`config.mk`:
```
export PLATFORM = sky130hd
export DESIGN_NAME = fct_timer
export DESIGN_NICKNAME = d
export VERILOG_FILES = /design/src/hw/fct_timer.v
export VERILOG_INCLUDE_DIRS = /design/src /design/src/shared
export SDC_FILE = /design/constraint.sdc
export NUM_CORES = 1
export LEC_CHECK = 0
export BUFFER_PORTS_ARGS = -buffer_cell sky130_fd_sc_hd__buf_4
export CORE_ASPECT_RATIO = 1.75
export CORE_UTILIZATION = 50
export DETAILED_ROUTE_END_ITERATION = 8
export GPL_TIMING_DRIVEN = 0
export PLACE_DENSITY = 0.74
export SLEW_MARGIN = 10
export SYNTH_ARGS = -nofsm -noshare
export SYNTH_HDL_FRONTEND = slang
export SYNTH_SLANG_ARGS = --single-unit
```
`constraint.sdc`:
```
create_clock -name CLK -period 3.8 [get_ports CLK]
set_clock_uncertainty 0.15 [all_clocks]
set_input_delay 0.76 -clock CLK [delete_from_list [all_inputs] [get_ports CLK]]
set_output_delay 0.76 -clock CLK [all_outputs]
set_load 0.01 [all_outputs]
```
`src/shared/fct_regs.vh`:
```
// Register map, field positions and timing constants of the fixed-cycle timer.
// Assumes inclusion by the timer top module only; definitions only.
`ifndef FCT_REGS_VH
`define FCT_REGS_VH

// ----------------------------------------------------------------------------
// Register indices (printed offsets are not all multiples of four; byte address is index * 4)
// ----------------------------------------------------------------------------
`define FCT_IDX_PRESET_LO 8'h0B
`define FCT_IDX_PRESET_HI 8'h0C
`define FCT_IDX_EXT_CFG 8'h0D
`define FCT_IDX_FLAGS 8'h0E
`define FCT_IDX_IRQ_CTRL 8'h0F
`define FCT_IDX_CAP_HUND 8'h20
`define FCT_IDX_CAP_SEC 8'h21
`define FCT_IDX_EVT_CTRL 8'h2F
`define FCT_ADDR_W 10

// ----------------------------------------------------------------------------
// Field positions
// ----------------------------------------------------------------------------
`define FCT_EXT_RUN 4
`define FCT_EXT_SEL_HI 1
`define FCT_EXT_SEL_LO 0
`define FCT_FLG_TEVT 4
`define FCT_CTL_TIE 4
`define FCT_CTL_CLKRST 0
`define FCT_EVT_SUBRST 0
`define FCT_FLG_MASK 8'h3F
`define FCT_CTL_MASK 8'hFD
`define FCT_EVT_MASK 8'hF1
`define FCT_SEC_MASK 8'h7F

// ----------------------------------------------------------------------------
// Source encodings and timing
// ----------------------------------------------------------------------------
`define FCT_SRC_4096 2'h0
`define FCT_SRC_64 2'h1
`define FCT_SRC_SEC 2'h2
`define FCT_SRC_MIN 2'h3
`define FCT_CLK_HZ 25000000
`define FCT_REL_FAST_NS 122000
`define FCT_REL_SLOW_NS 7812500
`define FCT_RESP_OKAY 2'h0
`define FCT_RESP_SLVERR 2'h2

`endif

```
`src/hw/fct_timer.v`:
```
// Fixed-cycle countdown timer with auto-releasing open-drain interrupt,
// clock reset and event-synchronised sub-second reset, AXI4-Lite registers.
// Assumes tick strobes from the calendar core are one CLK cycle wide and
// synchronous to CLK; CE and event inputs are asynchronous pins.
//
// Register access over AXI4-Lite was left to the implementer.
`timescale 1ns/1ps
`include "fct_regs.vh"

module fct_timer #(
  parameter CNT_W = 12,
  parameter REL_FAST_CYC = ((`FCT_CLK_HZ / 1000000) * `FCT_REL_FAST_NS) / 1000,
  parameter REL_SLOW_CYC = ((`FCT_CLK_HZ / 1000000) * `FCT_REL_SLOW_NS) / 1000
) (
  input wire CLK,
  input wire RST,
  input wire TICK_4096,
  input wire TICK_64,
  input wire TICK_SEC,
  input wire TICK_MIN,
  input wire CE_PIN,
  input wire EVENT_PIN,
  input wire [7:0] CAP_HUND_IN,
  input wire [7:0] CAP_SEC_IN,
  input wire CAP_LOAD,
  output reg INT_N_O,
  output reg INT_N_OE,
  output reg SUBSEC_CLR,
  output reg CLOCK_HALT,
  input wire [`FCT_ADDR_W-1:0] S_AXI_AWADDR,
  input wire S_AXI_AWVALID,
  output reg S_AXI_AWREADY,
  input wire [31:0] S_AXI_WDATA,
  input wire [3:0] S_AXI_WSTRB,
  input wire S_AXI_WVALID,
  output reg S_AXI_WREADY,
  output reg [1:0] S_AXI_BRESP,
  output reg S_AXI_BVALID,
  input wire S_AXI_BREADY,
  input wire [`FCT_ADDR_W-1:0] S_AXI_ARADDR,
  input wire S_AXI_ARVALID,
  output reg S_AXI_ARREADY,
  output reg [31:0] S_AXI_RDATA,
  output reg [1:0] S_AXI_RRESP,
  output reg S_AXI_RVALID,
  input wire S_AXI_RREADY
);

  // Release counter width covers the slow release count at 25 MHz
  localparam REL_W = 24;

  // Register copies, timer state, synchronisers and write-channel holding flops
  reg [7:0] preset_lo_r, preset_hi_r, ext_cfg_r, flags_r, ctrl_r, evt_ctrl_r;
  reg [7:0] cap_hund_r, cap_sec_r;
  reg [CNT_W-1:0] count_r;
  reg run_d_r;
  reg [REL_W-1:0] rel_cnt_r;
  reg irq_low_r;
  reg ce_s1_r, ce_s2_r, ev_s1_r, ev_s2_r, ev_d_r;
  reg [`FCT_ADDR_W-1:0] aw_addr_r;
  reg aw_have_r, w_have_r;
  reg [31:0] w_data_r;
  reg [3:0] w_strb_r;

  // --------------------------------------------------------------------------
  // Pin synchronisers
  // --------------------------------------------------------------------------
  // CE and event pins pass two flops before use
  always @(posedge CLK) begin
    if (RST) begin
      ce_s1_r <= 1'b0;
      ce_s2_r <= 1'b0;
      ev_s1_r <= 1'b0;
      ev_s2_r <= 1'b0;
      ev_d_r <= 1'b0;
    end else begin
      ce_s1_r <= CE_PIN;
      ce_s2_r <= ce_s1_r;
      ev_s1_r <= EVENT_PIN;
      ev_s2_r <= ev_s1_r;
      ev_d_r <= ev_s2_r;
    end
  end

  // --------------------------------------------------------------------------
  // Timer datapath
  // --------------------------------------------------------------------------
  // Control fields decoded from the registers; event edge from the synced pin
  wire run = ext_cfg_r[`FCT_EXT_RUN];
  wire timer_irq_enable = ctrl_r[`FCT_CTL_TIE];
  wire clk_rst = ctrl_r[`FCT_CTL_CLKRST];
  wire [1:0] src = {ext_cfg_r[`FCT_EXT_SEL_HI], ext_cfg_r[`FCT_EXT_SEL_LO]};
  wire [CNT_W-1:0] preset = {preset_hi_r[3:0], preset_lo_r};
  wire evt_seen = ev_s2_r & ~ev_d_r;

  // Source select; second/minute strobes come from the calendar update itself
  reg tick_raw;
  always @* begin
    case (src)
      `FCT_SRC_4096: tick_raw = TICK_4096;
      `FCT_SRC_64: tick_raw = TICK_64;
      `FCT_SRC_SEC: tick_raw = TICK_SEC;
      default: tick_raw = TICK_MIN;
    endcase
  end
  // Clock reset halts every source but the fast one; start swallows its tick
  wire tick = tick_raw & (~clk_rst | (src == `FCT_SRC_4096));
  wire start = run & ~run_d_r;
  wire timer_evt = run & ~start & tick & (count_r == {{(CNT_W-1){1'b0}}, 1'b1});

  // Countdown with reload
  always @(posedge CLK) begin
    if (RST) begin
      count_r <= {CNT_W{1'b0}};
      run_d_r <= 1'b0;
    end else begin
      run_d_r <= run;
      if (start)
        count_r <= preset;
      else if (timer_evt)
        count_r <= preset;
      else if (run && tick && count_r != {CNT_W{1'b0}})
        count_r <= count_r - {{(CNT_W-1){1'b0}}, 1'b1};
    end
  end

  // Interrupt low period and auto release
  wire [REL_W-1:0] rel_len = (src == `FCT_SRC_4096) ? REL_FAST_CYC[REL_W-1:0] :
                                                     REL_SLOW_CYC[REL_W-1:0];
  always @(posedge CLK) begin
    if (RST) begin
      irq_low_r <= 1'b0;
      rel_cnt_r <= {REL_W{1'b0}};
    end else if (!run || !timer_irq_enable) begin
      irq_low_r <= 1'b0;
      rel_cnt_r <= {REL_W{1'b0}};
    end else if (timer_evt) begin
      irq_low_r <= 1'b1;
      rel_cnt_r <= rel_len - {{(REL_W-1){1'b0}}, 1'b1};
    end else if (irq_low_r) begin
      if (rel_cnt_r == {REL_W{1'b0}})
        irq_low_r <= 1'b0;
      else
        rel_cnt_r <= rel_cnt_r - {{(REL_W-1){1'b0}}, 1'b1};
    end
  end

  // Open-drain pin; flag state does not feed it
  always @(posedge CLK) begin
    if (RST) begin
      INT_N_O <= 1'b0;
      INT_N_OE <= 1'b0;
    end else begin
      INT_N_O <= 1'b0;
      INT_N_OE <= irq_low_r & run & timer_irq_enable;
    end
  end

  // --------------------------------------------------------------------------
  // AXI4-Lite write channel
  // --------------------------------------------------------------------------
  // Write fires once address and data are both held and no response waits
  wire do_wr = aw_have_r & w_have_r & ~S_AXI_BVALID;
  wire [`FCT_ADDR_W-1:0] wa = aw_addr_r;
  wire wr_lane = w_strb_r[0];
  wire [7:0] wd = w_data_r[7:0];
  wire wr_hit = (wa == {`FCT_IDX_PRESET_LO, 2'b00}) || (wa == {`FCT_IDX_PRESET_HI, 2'b00}) ||
                (wa == {`FCT_IDX_EXT_CFG, 2'b00}) || (wa == {`FCT_IDX_FLAGS, 2'b00}) ||
                (wa == {`FCT_IDX_IRQ_CTRL, 2'b00}) || (wa == {`FCT_IDX_EVT_CTRL, 2'b00}) ||
                (wa == {`FCT_IDX_CAP_HUND, 2'b00}) || (wa == {`FCT_IDX_CAP_SEC, 2'b00});

  // Address and data accepted in either order; response after both
  always @(posedge CLK) begin
    if (RST) begin
      aw_have_r <= 1'b0;
      w_have_r <= 1'b0;
      aw_addr_r <= {`FCT_ADDR_W{1'b0}};
      w_data_r <= 32'h00000000;
      w_strb_r <= 4'h0;
      S_AXI_AWREADY <= 1'b1;
      S_AXI_WREADY <= 1'b1;
      S_AXI_BVALID <= 1'b0;
      S_AXI_BRESP <= `FCT_RESP_OKAY;
    end else begin
      if (S_AXI_AWVALID && S_AXI_AWREADY) begin
        aw_have_r <= 1'b1;
        aw_addr_r <= S_AXI_AWADDR;
        S_AXI_AWREADY <= 1'b0;
      end
      if (S_AXI_WVALID && S_AXI_WREADY) begin
        w_have_r <= 1'b1;
        w_data_r <= S_AXI_WDATA;
        w_strb_r <= S_AXI_WSTRB;
        S_AXI_WREADY <= 1'b0;
      end
      if (do_wr) begin
        aw_have_r <= 1'b0;
        w_have_r <= 1'b0;
        S_AXI_BVALID <= 1'b1;
        S_AXI_BRESP <= wr_hit ? `FCT_RESP_OKAY : `FCT_RESP_SLVERR;
      end
      if (S_AXI_BVALID && S_AXI_BREADY) begin
        S_AXI_BVALID <= 1'b0;
        S_AXI_AWREADY <= 1'b1;
        S_AXI_WREADY <= 1'b1;
      end
    end
  end

  // --------------------------------------------------------------------------
  // Register file
  // --------------------------------------------------------------------------
  // Only byte lane 0 carries register data; event reset waits for a pin edge
  wire wr_en = do_wr & wr_lane;
  wire evt_rst_fire = evt_ctrl_r[`FCT_EVT_SUBRST] & evt_seen;

  // Stored fields; hardware sets win over software clears
  always @(posedge CLK) begin
    if (RST) begin
      preset_lo_r <= 8'h00;
      preset_hi_r <= 8'h00;
      ext_cfg_r <= 8'h00;
      flags_r <= 8'h00;
      ctrl_r <= 8'h00;
      evt_ctrl_r <= 8'h00;
    end else begin
      if (wr_en && wa == {`FCT_IDX_PRESET_LO, 2'b00})
        preset_lo_r <= wd;
      if (wr_en && wa == {`FCT_IDX_PRESET_HI, 2'b00})
        preset_hi_r <= wd;
      if (wr_en && wa == {`FCT_IDX_EXT_CFG, 2'b00})
        ext_cfg_r <= wd;
      if (wr_en && wa == {`FCT_IDX_IRQ_CTRL, 2'b00})
        ctrl_r <= wd & `FCT_CTL_MASK;
      else if (clk_rst && !ce_s2_r)
        ctrl_r[`FCT_CTL_CLKRST] <= 1'b0;
      if (wr_en && wa == {`FCT_IDX_FLAGS, 2'b00})
        flags_r <= flags_r & wd & `FCT_FLG_MASK;
      if (timer_evt)
        flags_r[`FCT_FLG_TEVT] <= 1'b1;
      if (wr_en && wa == {`FCT_IDX_EVT_CTRL, 2'b00})
        evt_ctrl_r <= wd & `FCT_EVT_MASK;
      if (evt_rst_fire)
        evt_ctrl_r[`FCT_EVT_SUBRST] <= 1'b0;
    end
  end

  // Capture registers, zeroed by the event-synchronised reset
  always @(posedge CLK) begin
    if (RST) begin
      cap_hund_r <= 8'h00;
      cap_sec_r <= 8'h00;
    end else if (evt_rst_fire) begin
      cap_hund_r <= 8'h00;
      cap_sec_r <= 8'h00;
    end else if (CAP_LOAD) begin
      cap_hund_r <= CAP_HUND_IN;
      cap_sec_r <= CAP_SEC_IN & `FCT_SEC_MASK;
    end
  end

  // Sub-second clear and timekeeping halt toward the calendar core
  always @(posedge CLK) begin
    if (RST) begin
      SUBSEC_CLR <= 1'b0;
      CLOCK_HALT <= 1'b0;
    end else begin
      SUBSEC_CLR <= clk_rst | evt_rst_fire;
      CLOCK_HALT <= clk_rst;
    end
  end

  // --------------------------------------------------------------------------
  // AXI4-Lite read channel
  // --------------------------------------------------------------------------
  // Read decode; unmapped addresses return zero with an error response
  reg [7:0] rd_byte;
  reg rd_hit;
  always @* begin
    rd_hit = 1'b1;
    if (S_AXI_ARADDR == {`FCT_IDX_PRESET_LO, 2'b00})
      rd_byte = preset_lo_r;
    else if (S_AXI_ARADDR == {`FCT_IDX_PRESET_HI, 2'b00})
      rd_byte = preset_hi_r;
    else if (S_AXI_ARADDR == {`FCT_IDX_EXT_CFG, 2'b00})
      rd_byte = ext_cfg_r;
    else if (S_AXI_ARADDR == {`FCT_IDX_FLAGS, 2'b00})
      rd_byte = flags_r;
    else if (S_AXI_ARADDR == {`FCT_IDX_IRQ_CTRL, 2'b00})
      rd_byte = ctrl_r;
    else if (S_AXI_ARADDR == {`FCT_IDX_CAP_HUND, 2'b00})
      rd_byte = cap_hund_r;
    else if (S_AXI_ARADDR == {`FCT_IDX_CAP_SEC, 2'b00})
      rd_byte = cap_sec_r;
    else if (S_AXI_ARADDR == {`FCT_IDX_EVT_CTRL, 2'b00})
      rd_byte = evt_ctrl_r;
    else begin
      rd_byte = 8'h00;
      rd_hit = 1'b0;
    end
  end

  // One read at a time; data one cycle after address taken
  always @(posedge CLK) begin
    if (RST) begin
      S_AXI_ARREADY <= 1'b1;
      S_AXI_RVALID <= 1'b0;
      S_AXI_RDATA <= 32'h00000000;
      S_AXI_RRESP <= `FCT_RESP_OKAY;
    end else if (S_AXI_ARVALID && S_AXI_ARREADY) begin
      S_AXI_ARREADY <= 1'b0;
      S_AXI_RVALID <= 1'b1;
      S_AXI_RDATA <= {24'h000000, rd_byte};
      S_AXI_RRESP <= rd_hit ? `FCT_RESP_OKAY : `FCT_RESP_SLVERR;
    end else if (S_AXI_RVALID && S_AXI_RREADY) begin
      S_AXI_RVALID <= 1'b0;
      S_AXI_ARREADY <= 1'b1;
    end
  end

endmodule // fct_timer

```
# Yosys cells after proc, flatten, opt, wreduce, memory -nomap -nowiden

Cells that the tools add are included.

Bitwise logic cells: 20
Add/sub/neg operators: 3
$lt $le $gt $ge: 0
Shift operators: 0
Mux-type cells: 37
Equal/unequal tests: 20
Divide/modulo/power cells: 0
Reduce and logical (&&, ||, !) cells: 38
$mul: 0

Operators with widths:

| operator              | number |
|---|---|
| $eq 10x6->1 const B   | 10 |
| $mux 24               | 3 |
| $mux 8                | 8 |
| $eq 10x8->1 const B   | 6 |
| $mux 12               | 3 |
| $logic_not 24->1      | 1 |
| $sub 24x1->24 const B | 1 |
| $sub 18x1->19 const B | 1 |
| $mux 1                | 18 |
| $mux 18               | 1 |
| $logic_and 1x1->1     | 14 |
| $and 1x1->1           | 12 |
| $eq 12x1->1 const B   | 1 |
| $reduce_bool 12->1    | 1 |
| $sub 12x1->12 const B | 1 |
| $logic_or 1x1->1      | 8 |
| $reduce_bool 2->1     | 4 |
| $reduce_or 2->1       | 4 |
| $and 6x6->6           | 1 |
| $mux 5                | 1 |
| $not 1->1             | 5 |
| $mux 2                | 2 |
| $logic_not 1->1       | 3 |
| $pmux 1 s3            | 1 |
| other kinds (7)       | 8 |

Output and inout port bits: 45
Bits in latches: 0
Memories: 0
Memory bits (read-only): 0
RAM bits: 0
Input bits: 86
Register bits after elaboration: 141
Logic and storage cells: 154

# Longest topological paths before layout

Gate-level depths: netlist of run 1.

Word-level depth: 10
Gate-level depth with buffers: 8

# Worst setup path before layout of run 1

OpenSTA, ideal clock, no wires.

Path kind: input to register
Start point: input port S_AXI_ARADDR[9]
End point: register S_AXI_RDATA[5]
Cell stages on the path: 5
Path slack: 1.225 ns
Arrival: 2.333 ns
Path through: or4_1 -> nor4_2 -> a221o_1 -> a221oi_1 -> nor4_1

Longest elaborated chain between the ends: 9

Ends and longest elaborated chain:

| what                 | line            | text |
|---|---|---|
| from (decl)          | fct_timer.v:40  | `` input wire [`FCT_ADDR_W-1:0] S_AXI_ARADDR, `` |
| $eq 10x8->1          | fct_timer.v:295 | `` else if (S_AXI_ARADDR == {`FCT_IDX_EVT_CTRL, 2'b00}) `` |
| $mux 8               | fct_timer.v:295 |  |
| $mux 8               | fct_timer.v:293 | `` else if (S_AXI_ARADDR == {`FCT_IDX_CAP_SEC, 2'b00}) `` |
| $mux 8               | fct_timer.v:291 | `` else if (S_AXI_ARADDR == {`FCT_IDX_CAP_HUND, 2'b00}) `` |
| $mux 8               | fct_timer.v:289 | `` else if (S_AXI_ARADDR == {`FCT_IDX_IRQ_CTRL, 2'b00}) `` |
| $mux 8               | fct_timer.v:287 | `` else if (S_AXI_ARADDR == {`FCT_IDX_FLAGS, 2'b00}) `` |
| $mux 8               | fct_timer.v:285 | `` else if (S_AXI_ARADDR == {`FCT_IDX_EXT_CFG, 2'b00}) `` |
| $mux 8               | fct_timer.v:283 | `` else if (S_AXI_ARADDR == {`FCT_IDX_PRESET_HI, 2'b00}) `` |
| $mux 8 *             | fct_timer.v:281 | `` if (S_AXI_ARADDR == {`FCT_IDX_PRESET_LO, 2'b00}) `` |
| to (signal assigned) | fct_timer.v:313 | `S_AXI_RDATA <= {24'h000000, rd_byte};` |
| to (decl)            | fct_timer.v:43  | `output reg [31:0] S_AXI_RDATA,` |

Mark *: on every way between the ends. The rest lies on a longest branch, timed or not.
A chain may end at the register's enable or synchronous reset.

# Worst setup path after layout of run 1

Start point: register count_r[9]
End point: register rel_cnt_r[12]

Longest elaborated chain between the ends: 4

Ends and longest elaborated chain:

| what                                                                    | line            | text |
|---|---|---|
| from (decl)                                                             | fct_timer.v:55  | `reg [CNT_W-1:0] count_r;` |
| from (signal assigned)                                                  | fct_timer.v:114 | `count_r <= {CNT_W{1'b0}};` |
| from (signal assigned)                                                  | fct_timer.v:119 | `count_r <= preset;` |
| from (signal assigned)                                                  | fct_timer.v:121 | `count_r <= preset;` |
| $eq 12x1->1 *                                                           | fct_timer.v:109 | `wire timer_evt = run & ~start & tick & (count_r == {{(CNT_W-1){1'b0}}, 1'b1});` |
| $and 1x1->1 *                                                           | fct_timer.v:109 |  |
| $ne 2x2->1 (no source line) / $reduce_bool 2->1 (equally long branches) | n/a             |  |
| $reduce_and 2->1 (no source line)                                       | n/a             |  |
| to (signal assigned)                                                    | fct_timer.v:133 | `rel_cnt_r <= {REL_W{1'b0}};` |
| to (signal assigned)                                                    | fct_timer.v:136 | `rel_cnt_r <= {REL_W{1'b0}};` |
| to (signal assigned)                                                    | fct_timer.v:139 | `rel_cnt_r <= rel_len - {{(REL_W-1){1'b0}}, 1'b1};` |
| to (decl)                                                               | fct_timer.v:57  | `reg [REL_W-1:0] rel_cnt_r;` |

Marks and branches as above.

==> run summary, run 1 <==
Outcome: finished clean
Clock Sinks: 139
Die H: 153 um
Path type of the worst setup path: register to register
Nature of the critical path endpoint: register
Most used routing layer: met2
Rel. slew slack: 24.6%
Synth cell types: 73
Most common cell in the netlist: dfxtp_1
Max Cap Violations: 0
Initial antenna violation count: 0
PwrDens: 424 mW/mm^2
RSZ-0062 raised after global routing: false
Vias: 5813
Vias per inst: 5.74
DRC: 0
Layout cells sized above 1: 19.9%
R2R setup slack: 740 ps
Startpoint types: register
Largest net degree at the start of global routing: 17
Buffer depth of the longest clock path: 2
Cell Chain, Critical Path: nor4_1 -> and4_1 -> nand3_1 -> o31ai_1 -> a21oi_1
First-pass GRT wire length: 28000 um
Top cells by count, synth: dfxtp_1 (139), nor2_1 (86), nand2_1 (56)
Clk slew on worst S/H paths: 60 ps
Met1 GRT Util: 27.2%
Sequential-to-total area share from yosys stat: 42.6%
Total Routed Length: 17800 um
Die Area: 0.0135 sq mm
Tightest Pin Transition: 1130 ps
Synthesized flop and latch total: 139
Worst hold path class: register to register
Critical Path AT: 3160 ps
Placer congestion estimate: 0.919
Synth area leader: dfxtp_1
Critical Path Max Stage Delay: 910 ps
Synth top area share: 42.6%
Vias in the first global route: 5690
Async set-reset flop share out of synthesis: 0%
Fmax: 327 MHz
Fill count: 1087
Final setup viols: 0
Post-CTS sizing: 0
TritonCTS Buffers: 17
Final total power: 3.38 mW
Rows: 54
HPWL after DPL: 13400 um
Initial DRC count: 337
WP data required: 3900 ps
Number of synthesized flops with an enable pin: 0
Mapped Cells: 715
Post-CTS repair timing setup buffer count: 0
TritonRoute pass-1 iters: 6
CTS tree: yes
Nets@finish: 923
Slew Limit Fails: 0
Main area contributors after synthesis: dfxtp_1 (43%), mux2i_1 (8.4%), nor2_1 (4.9%)
Slowest cell on crit path: o31ai_1
CTS Root Buffer Type: clkbuf_16
Die Wd: 88.4 um
GR Layer Usage met2: 50.7%
H-tree Lvls: 4
Avg Cell Area, Syn: 9.13 sq um
Worst vdd ir: 0.000332 V
PortBufs: 72
Most used flip-flop cell after synthesis: dfxtp_1
Final Cycle Share: 80.4%
Ports: 131
Antenna diode count: 0
Final hold violation count: 0
Total core area: 0.0126 sq mm
GRT Util Overall: 26.8%
Wirelength per Cell: 17.5 um
Final setup TNS: 0 ps
Initial Utilization: 52.0%
Syn Std Cell Area: 0.00653 sq mm
GRT overflow: 0
M3 GR Usage: 4.70%
Hold Buf Count CTS: 0
Ys Warns: 0
Critical path peak fanout: 10
Leakage: 3.32 nW
ANT nets after route: 0
Clock Latency Late Sink: 410 ps
Post-layout minimum cycle time: 3060 ps
Area grow syn2layout: 21.8%
==> worst max-delay path, delay by kind of cell (launching register included) <==
family	cells	cell delay, ps
AOI/OAI and AO/OA	2	1000
and+or+nand+nor	3	1410
DFF	1	350
==> final timing paths <==
kind                    from             to  cells past startpoint
setup reg to reg  count_r[9]  rel_cnt_r[12]                      5
setup / recovery  count_r[9]  rel_cnt_r[12]                      5
hold reg to reg      ce_s1_r        ce_s2_r                      1
hold / removal       ce_s1_r        ce_s2_r                      1
==> power by group <==
part,total (mW),internal [mW],leakage (nW),switching (mW)
logic,0.246,0.116,1.91,0.130
registers,1.52,1.49,1.13,0.0315
clock network,1.61,0.924,0.276,0.682
==> layout make-up <==
type / instances / area, sq um / area share [%]
well taps: 168 / 210 / 2.64
plain buffers: 58 / 332 / 4.17
clock buffers: 17 / 425 / 5.35
flip-flops and latches: 139 / 2780 / 35.0
repair buffers: 72 / 541 / 6.79
multi-input cells: 527 / 3450 / 43.4
clock inverters: 15 / 150 / 1.89
inverters: 17 / 63.8 / 0.802
==> logic make-up (layout without fill, tap and decap cells) <==
logic type / Yosys count / count (layout) / synth area share (%)
adder cells (fa/ha/maj): 5 / 5 / 0.958
other: 1 / 27 / 0.0574
multiplexers: 64 / 64 / 10.5
flip-flops: 139 / 139 / 42.6
XOR/XNOR: 20 / 20 / 2.68
buffers and inverters: 75 / 179 / 6.05
AO/OA/AOI/OAI: 149 / 149 / 15.9
AND/OR/NAND/NOR: 262 / 262 / 21.2
==> registers in the layout (all words and copies together), names as in the netlist, 5 cells and up <==
signal and flops:
count_r 12, w_data_r 8, rel_cnt_r 24, ext_cfg_r 8, preset_lo_r 8, aw_addr_r 10
cap_hund_r 8, preset_hi_r 8, S_AXI_RDATA 8, cap_sec_r 7, flags_r 6, evt_ctrl_r 5
ctrl_r 7
==> per-stage QoR <==
step	worst slack (ps)	cells	hold WS (ps)	area, sq um	util (%)
2_1_floorplan	1230	741	264	6630	-
3_3_place_gp	604	981	282	7380	58.7
3_5_place_dp	572	981	279	7380	58.7
4_1_cts	816	1013	294	7960	63.3
5_1_grt	606	1013	312	7960	63.3
6_report	743	1013	291	7960	63.3
==> routing by layer <==
metal  up-vias  part of all wire [%]
met5         -                     0
met4         0                   3.3
met3        39                   4.6
met2       188                    56
met1      2788                    36
li1       2798                     -
==> placed cells by master, fill, tap and decap left out, drive strengths merged, types with 14 or more instances in the layout <==
cell type	Yosys	final
nor4	16	16
dfxtp	139	139
clkbuf	19	36
or4	19	19
o21ai	15	15
conb	1	27
a21oi	53	53
a211oi	15	15
xnor2	14	14
nor2	86	86
buf	39	111
mux2i	55	55
nand2	56	56
inv	16	26
Power figures use the tool's default switching activity.
==> run 2: changes to the inputs <==
==> constraint.sdc (replaced) <==
create_clock -name CLK -period 2.9 [get_ports CLK]
set_clock_uncertainty 0.15 [all_clocks]
set_input_delay 0.58 -clock CLK [delete_from_list [all_inputs] [get_ports CLK]]
set_output_delay 0.58 -clock CLK [all_outputs]
set_load 0.01 [all_outputs]
==> run 2 against run 1 <==
Combinational power up 31%. Wire length up 0.17%. Critical path depth unchanged. Critical path type unchanged. Critical endpoint is now preset_hi_r[2]. Design area up 0.46%. Final cell count unchanged. Non-clock buffer count unchanged. Flip-flop and latch count unchanged.
==> run summary, run 2 (same netlist as run 1, synthesis figures left out) <==
Final setup viols: 0
Tightest Pin Transition: 944 ps
Dpl cells: 981
Placer congestion estimate: 0.919
Area grow syn2layout: 22.4%
TritonCTS Buffers: 17
Initial Utilization: 52.0%
Worst vdd ir: 0.000434 V
HPWL after DPL: 13400 um
Commonest non-fill, non-tap cells in the layout: dfxtp_1 (139), buf_4 (99), nor2_1 (86)
Fill count: 1074
Post-layout minimum cycle time: 2810 ps
Fmax: 356 MHz
Rel. slew slack: 36.2%
Path type of the worst setup path: register to register
Vias: 5834
Max Cap Violations: 0
Final total power: 4.43 mW
Fin cells: 1013
Initial DRC count: 371
Slew Limit Fails: 0
Worst hold path class: primary input to register
Critical Path AT: 2940 ps
Clock Sinks: 139
Biggest regs: rel_cnt_r: 24 flops, count_r: 12 flops, aw_addr_r: 10 flops
Rows: 54
TritonRoute pass-1 iters: 5
Total core area: 0.0126 sq mm
DRC: 0
Most common cell after layout, fill and taps aside: dfxtp_1
Initial antenna violation count: 0
PwrDens: 554 mW/mm^2
WP data required: 3030 ps
Die H: 153 um
Vias in the first global route: 5690
Nature of the critical path endpoint: register
GRT Util Overall: 26.8%
Layout cells sized above 1: 20.5%
Final hold violation count: 0
Buffer depth of the longest clock path: 2
First-pass GRT wire length: 28000 um
CTS tree: yes
Total Routed Length: 17800 um
Largest Register: rel_cnt_r
Max FFs per register: 24
Wirelength per Cell: 17.6 um
Die Area: 0.0135 sq mm
Largest net degree at the start of global routing: 17
Post-route cell area: 0.00799 sq mm
Clk slew on worst S/H paths: 60 ps
Leakage: 3.34 nW
Post-CTS repair timing setup buffer count: 0
Vias per inst: 5.76
GRT overflow: 0
Final Cycle Share: 96.8%
Die Wd: 88.4 um
Critical path peak fanout: 8
Startpoint types: register
Ports: 131
Post-place instance area: 0.00738 sq mm
Nets@finish: 923
RSZ-0062 raised after global routing: false
PortBufs: 72
ANT nets after route: 0
CTS Root Buffer Type: clkbuf_16
Outcome: finished clean
Clock Latency Late Sink: 420 ps
H-tree Lvls: 4
Antenna diode count: 0
==> run 2: cell counts in the layout (fill, tap and decap cells not counted) <==
Identical to the previous run, type by type.
==> run 2: final cells by class <==
| cell class | count | area, sq um | area share (%) |
|---|---|---|---|
| multi-input combinational | 527 | 3490 | 43.6 |
| sequential | 139 | 2780 | 34.8 |
| timing repair buffer | 72 | 541 | 6.76 |
| clock buffer | 17 | 425 | 5.32 |
| buffer | 58 | 332 | 4.15 |
| tap | 168 | 210 | 2.63 |
| clock inverter | 15 | 150 | 1.88 |
| inverter | 17 | 63.8 | 0.798 |
==> run 2: layer usage <==
metal / share of wire (%) / routed length, um / vias to the layer above / GRT usage [%]
met5: 0 / 0 / - / 0
met4: 3.4 / 612 / 0 / 12.7
met3: 5.0 / 889 / 41 / 4.70
met2: 55 / 9840 / 229 / 50.7
met1: 36 / 6450 / 2771 / 27.2
li1: - / - / 2793 / -
==> run 2: timing repair <==
action	CTS	global route
pin swaps	0	1
cloned	0	0
resized for setup	1	5
setup endpoints to repair	6	17
hold buffers	0	0
==> run 2: stage by stage <==
stage | utilization [%] | TNS, ps | hold WS [ps] | setup WS [ps]
after global routing | 63.6 | 0 | 220 | 16.4
after CTS | 63.3 | 0 | 212 | 61.0
after detailed placement | 58.7 | -803 | 279 | -148
after global placement | 58.7 | -661 | 282 | -116
final | 63.6 | 0 | 218 | 92.5
after floorplan | - | 0 | 264 | 440
==> run 2: worst max-delay path: stages, from the launching register on <==
cell and delay (ps):
dfxtp_1 310, or4_4 560, or4_4 570, nor4_4 720, mux2i_1 300, nor2_1 50
==> run 2: final timing paths <==
check	startpoint	slack, ps	to	cells past startpoint
max	aw_addr_r[6]	90	preset_hi_r[2]	5
min	S_AXI_AWVALID	220	S_AXI_AWREADY	2
max reg2reg	aw_addr_r[6]	90	preset_hi_r[2]	5
min reg2reg	ce_s1_r	290	ce_s2_r	1
==> run 2: power breakdown <==
group,switching (mW),internal (mW),leakage (nW)
Sequential,0.0410,1.96,1.13
Clock,0.894,1.21,0.276
Combinational,0.170,0.152,1.93
